$ cat config.mk
export PLATFORM = sky130hd
export DESIGN_NAME = i2cbr_timing
export DESIGN_NICKNAME = d
export VERILOG_FILES = /design/src/hw/i2cbr_pkg.sv /design/src/hw/i2cbr_timing.sv
export SDC_FILE = /design/constraint.sdc
export NUM_CORES = 1
export LEC_CHECK = 0
export BUFFER_PORTS_ARGS = -buffer_cell sky130_fd_sc_hd__buf_2
export CAP_MARGIN = 10
export CORE_ASPECT_RATIO = 1.5
export CORE_MARGIN = 2
export CORE_UTILIZATION = 65
export CTS_CLUSTER_DIAMETER = 80
export DETAILED_ROUTE_END_ITERATION = 10
export GPL_ROUTABILITY_DRIVEN = 0
export PLACE_DENSITY = 0.87
export RECOVER_POWER = 50
export SLEW_MARGIN = 10
export SYNTH_ARGS = -nofsm -noshare
export SYNTH_HDL_FRONTEND = slang
export SYNTH_SLANG_ARGS = --single-unit
$ cat constraint.sdc
create_clock -name ref_clk -period 11.7 [get_ports ref_clk]
set_input_delay 1.755 -clock ref_clk [delete_from_list [all_inputs] [get_ports ref_clk]]
set_output_delay 1.755 -clock ref_clk [all_outputs]
set_load 0.005 [all_outputs]
$ cat src/hw/i2cbr_pkg.sv
// package for the i2c bit-rate and hold-timing generator
package i2cbr_pkg;

	// register offsets on the plain register port
	localparam logic [7:0] ADDR_BRD = 8'h01;
	localparam logic [7:0] ADDR_STAT = 8'h03;
	localparam logic [7:0] BRD_RESET = 8'h00;

	// bit_rate_divider field positions
	localparam int FACT_HI = 7;
	localparam int FACT_LO = 6;
	localparam int RSEL_HI = 5;
	localparam int RSEL_LO = 0;

	// status register bit positions
	localparam int STAT_BUSY = 0;
	localparam int STAT_SCL = 1;
	localparam int STAT_SDA = 2;
	localparam int STAT_RSVD = 3;

	// rate_multiplier codes
	localparam logic [1:0] FACT_X1 = 2'h0;
	localparam logic [1:0] FACT_X2 = 2'h1;
	localparam logic [1:0] FACT_X4 = 2'h2;
	localparam logic [1:0] FACT_RSVD = 2'h3;

	// width of every bus-clock counter
	localparam int CNT_W = 10;

	// sequencer states and operations
	typedef enum logic [2:0] {ST_IDLE, ST_START_HOLD, ST_PARK, ST_LOW_HOLD, ST_LOW_REST,
		ST_HIGH, ST_STOP_HOLD} i2cbr_st_t;
	typedef enum logic [1:0] {OP_BIT, OP_STOP, OP_RSTART} i2cbr_op_t;

	// one lookup row: scl divider and three hold values
	typedef struct packed {
		logic [7:0] div;
		logic [6:0] sda;
		logic [6:0] start;
		logic [6:0] stop;
	} i2cbr_lut_t;

	// command group from the controller
	typedef struct packed {
		logic start;
		logic send_bit;
		logic stop;
		logic data;
	} i2cbr_cmd_t;

	// open-drain pin groups
	typedef struct packed {
		logic scl_i;
		logic sda_i;
	} i2cbr_pin_in_t;
	typedef struct packed {
		logic scl_o;
		logic scl_oe;
		logic sda_o;
		logic sda_oe;
	} i2cbr_pin_out_t;

	// whole state of the generator
	typedef struct packed {
		logic [7:0] brd;
		logic [7:0] rdata;
		logic [1:0] scl_s;
		logic [1:0] sda_s;
		i2cbr_st_t st;
		i2cbr_op_t op;
		logic [CNT_W-1:0] cnt;
		logic [CNT_W-1:0] period_n;
		logic [CNT_W-1:0] sda_n;
		logic [CNT_W-1:0] rest_n;
		logic [CNT_W-1:0] high_n;
		logic [CNT_W-1:0] start_n;
		logic [CNT_W-1:0] stop_n;
		logic bitv;
		logic scl_oe;
		logic sda_oe;
		logic done;
	} i2cbr_state_t;

	// clock-rate select lookup; codes above 1f reuse row 1f
	function automatic i2cbr_lut_t i2cbr_lookup(input logic [5:0] sel);
		case (sel)
			6'h00: return '{8'h14, 7'h07, 7'h06, 7'h0b};
			6'h01: return '{8'h16, 7'h07, 7'h07, 7'h0c};
			6'h02: return '{8'h18, 7'h08, 7'h08, 7'h0d};
			6'h03: return '{8'h1a, 7'h08, 7'h09, 7'h0e};
			6'h04: return '{8'h1c, 7'h09, 7'h0a, 7'h0f};
			6'h05: return '{8'h1e, 7'h09, 7'h0b, 7'h10};
			6'h06: return '{8'h22, 7'h0a, 7'h0d, 7'h12};
			6'h07: return '{8'h28, 7'h0a, 7'h10, 7'h15};
			6'h08: return '{8'h1c, 7'h07, 7'h0a, 7'h0f};
			6'h09: return '{8'h20, 7'h07, 7'h0c, 7'h11};
			6'h0a: return '{8'h24, 7'h09, 7'h0e, 7'h13};
			6'h0b: return '{8'h28, 7'h09, 7'h10, 7'h15};
			6'h0c: return '{8'h2c, 7'h0b, 7'h12, 7'h17};
			6'h0d: return '{8'h30, 7'h0b, 7'h14, 7'h19};
			6'h0e: return '{8'h38, 7'h0d, 7'h18, 7'h1d};
			6'h0f: return '{8'h44, 7'h0d, 7'h1e, 7'h23};
			6'h10: return '{8'h30, 7'h09, 7'h12, 7'h19};
			6'h11: return '{8'h38, 7'h09, 7'h16, 7'h1d};
			6'h12: return '{8'h40, 7'h0d, 7'h1a, 7'h21};
			6'h13: return '{8'h48, 7'h0d, 7'h1e, 7'h25};
			6'h14: return '{8'h50, 7'h11, 7'h22, 7'h29};
			6'h15: return '{8'h58, 7'h11, 7'h26, 7'h2d};
			6'h16: return '{8'h68, 7'h15, 7'h2e, 7'h21};
			6'h17: return '{8'h80, 7'h15, 7'h3a, 7'h41};
			6'h18: return '{8'h50, 7'h09, 7'h26, 7'h29};
			6'h19: return '{8'h60, 7'h09, 7'h2e, 7'h31};
			6'h1a: return '{8'h70, 7'h11, 7'h36, 7'h39};
			6'h1b: return '{8'h80, 7'h11, 7'h3e, 7'h41};
			6'h1c: return '{8'h90, 7'h19, 7'h46, 7'h49};
			6'h1d: return '{8'ha0, 7'h19, 7'h4e, 7'h51};
			6'h1e: return '{8'hc0, 7'h21, 7'h5e, 7'h61};
			default: return '{8'hf0, 7'h21, 7'h76, 7'h79};
		endcase
	endfunction

endpackage

$ cat src/hw/i2cbr_timing.sv
// i2c bit-rate and hold-timing generator with its register
`timescale 1ns/1ps
`default_nettype none

// Function
// - multiplier code gives factor 1, 2, 4
// - clock select picks divider and hold values
// - scl rate is bus clock over mul*divider
// - sda changes mul*sda_hold after scl falls
// - start: sda low, hold, then scl low
// - stop: scl high, hold, then sda high
module i2cbr_timing (
	input wire logic ref_clk,
	input wire logic rst,
	input wire logic [7:0] reg_addr,
	input wire logic [7:0] reg_wdata,
	input wire logic reg_wr,
	input wire logic reg_rd,
	output logic [7:0] reg_rdata,
	input wire i2cbr_pkg::i2cbr_cmd_t cmd,
	output logic cmd_ready,
	output logic cmd_done,
	input wire i2cbr_pkg::i2cbr_pin_in_t pin_in,
	output var i2cbr_pkg::i2cbr_pin_out_t pin_out
);
	import i2cbr_pkg::*;

	// reset image of the whole state
	localparam i2cbr_state_t RST_STATE = '{st: ST_IDLE, op: OP_BIT, brd: BRD_RESET,
		default: '0};

	i2cbr_state_t q; // registered state
	i2cbr_state_t d; // next state
	i2cbr_lut_t lut; // selected lookup row
	logic [1:0] mul_code; // rate_multiplier field
	logic [1:0] shift; // log2 of the factor
	logic [CNT_W-1:0] nx_period; // scaled scl period
	logic [CNT_W-1:0] nx_half; // low half of the period
	logic [CNT_W-1:0] nx_sda; // scaled sda hold
	logic [CNT_W-1:0] nx_rest; // rest of the low half
	logic [CNT_W-1:0] nx_high; // high half of the period
	logic [CNT_W-1:0] nx_start; // scaled start hold
	logic [CNT_W-1:0] nx_stop; // scaled stop hold
	logic busy; // a timed phase is running
	logic take; // a command is accepted

	// factor decode; reserved code runs as factor 1
	always_comb begin
		mul_code = q.brd[FACT_HI:FACT_LO];
		if (mul_code == FACT_X2) begin
			shift = 2'h1;
		end else if (mul_code == FACT_X4) begin
			shift = 2'h2;
		end else begin
			shift = 2'h0;
		end
	end

	// scaled counts from the selected row
	always_comb begin
		lut = i2cbr_lookup(q.brd[RSEL_HI:RSEL_LO]);
		nx_period = CNT_W'(lut.div) << shift;
		nx_half = nx_period >> 1;
		nx_high = nx_period - nx_half;
		nx_sda = CNT_W'(lut.sda) << shift;
		nx_start = CNT_W'(lut.start) << shift;
		nx_stop = CNT_W'(lut.stop) << shift;
		// keep the rest phase at least one cycle
		if (nx_half > nx_sda) begin
			nx_rest = nx_half - nx_sda;
		end else begin
			nx_rest = CNT_W'(1);
		end
	end

	// handshake toward the controller
	always_comb begin
		busy = (q.st != ST_IDLE) && (q.st != ST_PARK);
		cmd_ready = !busy;
		take = 1'b0;
		if (q.st == ST_IDLE) begin
			take = cmd.start;
		end else if (q.st == ST_PARK) begin
			take = cmd.start || cmd.stop || cmd.send_bit;
		end
	end

	// next state: registers, synchronisers, sequencer
	always_comb begin
		d = q;
		d.done = 1'b0;
		// two-flop synchronisers for the pins
		d.scl_s = {q.scl_s[0], pin_in.scl_i};
		d.sda_s = {q.sda_s[0], pin_in.sda_i};
		// register write
		if (reg_wr && (reg_addr == ADDR_BRD)) begin
			d.brd = reg_wdata;
		end
		// register read, data in the next cycle only
		d.rdata = 8'h00;
		if (reg_rd) begin
			if (reg_addr == ADDR_BRD) begin
				d.rdata = q.brd;
			end else if (reg_addr == ADDR_STAT) begin
				d.rdata[STAT_BUSY] = busy;
				d.rdata[STAT_SCL] = q.scl_s[1];
				d.rdata[STAT_SDA] = q.sda_s[1];
				d.rdata[STAT_RSVD] = (mul_code == FACT_RSVD);
			end else begin
				d.rdata = 8'h00;
			end
		end
		// settings latch only at a bit boundary
		if (take) begin
			d.period_n = nx_period;
			d.sda_n = nx_sda;
			d.rest_n = nx_rest;
			d.high_n = nx_high;
			d.start_n = nx_start;
			d.stop_n = nx_stop;
		end
		case (q.st)
			ST_IDLE: begin
				// bus free: only a start is taken
				if (cmd.start) begin
					d.sda_oe = 1'b1;
					d.scl_oe = 1'b0;
					d.st = ST_START_HOLD;
					d.cnt = nx_start - CNT_W'(1);
				end
			end
			ST_START_HOLD: begin
				// scl stays high for the start hold
				if (q.cnt == '0) begin
					d.scl_oe = 1'b1;
					d.st = ST_PARK;
					d.done = 1'b1;
				end else begin
					d.cnt = q.cnt - CNT_W'(1);
				end
			end
			ST_PARK: begin
				// scl held low; start beats stop beats bit
				if (cmd.start) begin
					d.op = OP_RSTART;
				end else if (cmd.stop) begin
					d.op = OP_STOP;
				end else begin
					d.op = OP_BIT;
				end
				d.bitv = cmd.data;
				if (take) begin
					d.st = ST_LOW_HOLD;
					d.cnt = nx_sda - CNT_W'(1);
				end
			end
			ST_LOW_HOLD: begin
				// sda untouched until the hold runs out
				if (q.cnt == '0) begin
					if (q.op == OP_BIT) begin
						d.sda_oe = !q.bitv;
					end else if (q.op == OP_STOP) begin
						d.sda_oe = 1'b1;
					end else begin
						d.sda_oe = 1'b0;
					end
					d.st = ST_LOW_REST;
					d.cnt = q.rest_n - CNT_W'(1);
				end else begin
					d.cnt = q.cnt - CNT_W'(1);
				end
			end
			ST_LOW_REST: begin
				// end of the low half: release scl
				if (q.cnt == '0) begin
					d.scl_oe = 1'b0;
					if (q.op == OP_STOP) begin
						d.st = ST_STOP_HOLD;
						d.cnt = q.stop_n - CNT_W'(1);
					end else begin
						d.st = ST_HIGH;
						d.cnt = q.high_n - CNT_W'(1);
					end
				end else begin
					d.cnt = q.cnt - CNT_W'(1);
				end
			end
			ST_HIGH: begin
				// end of the high half
				if (q.cnt == '0) begin
					if (q.op == OP_RSTART) begin
						// repeated start: sda falls with scl high
						d.sda_oe = 1'b1;
						d.st = ST_START_HOLD;
						d.cnt = q.start_n - CNT_W'(1);
					end else begin
						d.scl_oe = 1'b1;
						d.st = ST_PARK;
						d.done = 1'b1;
					end
				end else begin
					d.cnt = q.cnt - CNT_W'(1);
				end
			end
			ST_STOP_HOLD: begin
				// scl high; sda rises after the stop hold
				if (q.cnt == '0) begin
					d.sda_oe = 1'b0;
					d.st = ST_IDLE;
					d.done = 1'b1;
				end else begin
					d.cnt = q.cnt - CNT_W'(1);
				end
			end
			default: begin
				d.st = ST_IDLE;
			end
		endcase
	end

	// state register
	always_ff @(posedge ref_clk or posedge rst) begin
		if (rst) begin
			q <= RST_STATE;
		end else begin
			q <= d;
		end
	end

	// outputs straight from flops; pins pull low only
	always_comb begin
		reg_rdata = q.rdata;
		cmd_done = q.done;
		pin_out.scl_o = 1'b0;
		pin_out.sda_o = 1'b0;
		pin_out.scl_oe = q.scl_oe;
		pin_out.sda_oe = q.sda_oe;
	end

	// helper: cycles spent in the current state
	logic [CNT_W-1:0] phase_q;
	// helper: cycles since the bit left park
	logic [CNT_W-1:0] bitlen_q;

	// helper counters for the checks
	always_ff @(posedge ref_clk or posedge rst) begin
		if (rst) begin
			phase_q <= CNT_W'(1);
			bitlen_q <= '0;
		end else begin
			if (d.st != q.st) begin
				phase_q <= CNT_W'(1);
			end else begin
				phase_q <= phase_q + CNT_W'(1);
			end
			if ((q.st == ST_PARK) || (q.st == ST_IDLE)) begin
				bitlen_q <= '0;
			end else begin
				bitlen_q <= bitlen_q + CNT_W'(1);
			end
		end
	end
endmodule
`default_nettype wire
==> impl_results.md <==
- Num CTS Buffers: 9
- Synth Area per Inst: 8.08 µm²
- Initial antenna violation count: 0
- Peak VDD IR: 0.0000940 V
- Port buffer count: 37
- Period minus WS final: 5.34 ns
- Most frequent cells in the layout: nand2_1 (79), dfrtp_1 (78), nor2_1 (69)
- Violated checks: max-capacitance violations, max-slew violations
- Area Overhead vs Synth: 6.11%
- Asr flop ratio synth: 100%
- Postcts setup bufs: 0
- FF+latch count, synth: 78
- Distinct cells, synth: 81
- Post-route ant nets: 0
- Final-report setup violation count: 0
- Crit path from: rst
- CTS max path bufs: 2
- Post-synth EDFFs: 0
- Reg clk slew, reported paths: 0.06 ns
- Hold Startpoint: d[82]
- Drt wl/cell: 19.3 µm
- Reg2reg start: q[93]
- Setup crit start kind: input port
- Final hold violations: 0
- LEAKAGE: 0.00319 µW
- WS Path Type: input port to async pin
- Worst slew margin: -175%
- Warnings, synthesis: 0
- Crit. End Element: async pin
- First-pass GRT wire length: 30900 µm
- Worst-Margin Slew: 4.12 ns
- Skew-Pair Late Insertion Delay: 0.34 ns
- Max Clock Skew: 0.00798 ns
- Die width: 88.5 µm
- Grt ovf: 0
- Cell Area, Placed: 0.00707 mm²
- DRT Pass-1 Iters: 7
- Status: finished with violations
- H-Tree Depth: 3
- Root buffer cell: clkbuf_16
- Worst-path fanout max: 78
- Post-layout nets: 914
- Post-route cell area: 0.00739 mm²
- IO Count: 40
- Via count: 6785
- Data required, critical path: 11.18 ns
- Max-Cap Viols: 1
- Post-synthesis cell count: 862
- Mapped Area: 0.00696 mm²
- Via count of the first global-routing pass: 6388
- All-Layer GR Usage: 34.7%
- Die ar.: 0.0116 mm²
- Fmax: 187 MHz
- DRC: 0
- RSZ-0062 raised after global routing: no
- Post-cts sizing count: 0
- TNS Setup: 0 ns
- Max-slew violation count: 79
- Share of layout cells above drive strength 1: 11.1%
- DR iter-0 viols: 707
- Largest net degree at the start of global routing: 79
- Reg2reg setup slack: 6.62 ns
- CP Data Arrival Time: 4.82 ns
- Pwr/cell area: 217 mW/mm²
- Hpwl dp: 14100 µm
- TritonCTS clock tree: yes
- Starting Density: 66.1%
- CTS Hold Buffers Added: 0
- Num rows: 46
- CTS sink count: 78
- Period Utilization, post-route: 45.6%
- Hold WC Path Type: flop to flop
- Most common cell after layout, fill and taps aside: nand2_1
- Sequential-to-total area share from yosys stat: 28.0%
- Core ar.: 0.0105 mm²
- Die Ht: 131 µm
- Diode count: 0
- Fillers: 808
- Routed wire length: 19300 µm
- Commonest register cell after synthesis: dfrtp_1
- DR vias/cell: 6.78
-- critical path, stage by stage --
cell	delay [ns]
clkbuf_1	0.08
clkinvlp_2	0.05
clkbuf_1	2.88
-- worst paths after layout --
check                             end  cells after the start
worst max-delay path            q[33]                      3
worst min-delay path            q[82]                      0
worst max register to register  q[34]                     16
worst min register to register  q[82]                      0
max in group ref_clk            q[34]                     16
min in group asynchronous       d[80]                      3
-- flip-flops by register name, summed over array words and instances, names as in the netlist --
register   flops
pin_out        2
reg_rdata      8
q             63
cmd_done       1
mul_code       2
d              2
-- per-layer routing --
| metal | GRT usage, % | vias up | part of all wire, % | wire (µm) |
|---|---|---|---|---|
| met5 | 0 | - | 0 | 0 |
| met4 | 26.0 | 0 | 8.0 | 1560 |
| met3 | 4.59 | 106 | 6.3 | 1220 |
| met2 | 60.6 | 400 | 50 | 9740 |
| met1 | 37.3 | 3192 | 35 | 6830 |
| li1 | - | 3087 | - | - |
-- final cells by class --
| cell class | instances | area (µm²) | area share (%) |
|---|---|---|---|
| multi-input combinational | 678 | 4540 | 61.4 |
| sequential | 78 | 1950 | 26.4 |
| clock buffer | 11 | 253 | 3.42 |
| timing repair buffer | 45 | 236 | 3.20 |
| tap | 144 | 180 | 2.44 |
| inverter | 40 | 151 | 2.05 |
| clock inverter | 5 | 81.3 | 1.10 |
-- report_power, final --
part           internal, µW  switching, µW  total [µW]
registers               348            118         466
logic                   329            494         824
clock network           198            115         314
total                   875            728        1600
-- logic make-up (layout without fill, tap and decap cells) --
family / count (synthesis) / after routing / share of synthesized area (%)
multiplexers: 47 / 47 / 7.65
adder cells (fa/ha/maj): 36 / 36 / 6.58
buffers and inverters: 107 / 101 / 6.90
XOR/XNOR: 49 / 49 / 6.16
AO/OA/AOI/OAI: 272 / 272 / 25.7
AND/OR/NAND/NOR: 271 / 271 / 18.9
flip-flops: 78 / 78 / 28.0
other: 2 / 3 / 0.108
-- metrics by stage --
step / hold WS, ns / util (%) / power [µW] / std cells / setup WS [ns]
after floorplan: 0.331 / - / 1080 / 863 / 7.45
after global placement: 0.335 / 67.1 / 1230 / 985 / 6.94
after detailed placement: 0.343 / 67.1 / 1260 / 985 / 6.69
after CTS: 0.356 / 70.3 / 1580 / 1001 / 6.68
after global routing: 0.366 / 70.2 / 1700 / 1001 / 5.43
final: 0.353 / 70.2 / 1600 / 1001 / 6.36
-- synth_stat cells, drive strengths merged, types with 3 or more instances --
master | number | area share [%]
nand2 | 80 | 4.3
dfrtp | 78 | 28
nor2 | 69 | 3.7
a21oi | 66 | 4.7
o21ai | 62 | 4.5
inv | 38 | 2.0
buf | 36 | 3.1
ha | 35 | 6.3
nor3 | 35 | 2.7
clkbuf | 31 | 1.7
xnor2 | 30 | 3.8
mux2i | 27 | 3.9
xor2 | 19 | 2.4
a211oi | 17 | 1.8
mux2 | 17 | 2.8
a21o | 15 | 1.6
nand2b | 14 | 1.3
nand3 | 13 | 0.93
o22ai | 12 | 1.1
nor2b | 10 | 0.90
a22o | 9 | 1.1
a22oi | 9 | 0.97
a31oi | 9 | 0.81
nor3b | 9 | 0.97
o31ai | 9 | 1.0
nor4 | 8 | 0.72
and2 | 7 | 0.66
o211ai | 7 | 0.75
o21a | 7 | 0.75
or2 | 6 | 0.54
a221oi | 5 | 0.81
nand4 | 5 | 0.45
a311oi | 4 | 0.50
o21bai | 4 | 0.43
o221ai | 4 | 0.50
or3 | 4 | 0.36
a21boi | 3 | 0.32
a31o | 3 | 0.38
a32oi | 3 | 0.38
mux4 | 3 | 0.97
Note: power is estimated with default switching activity, not from simulation.
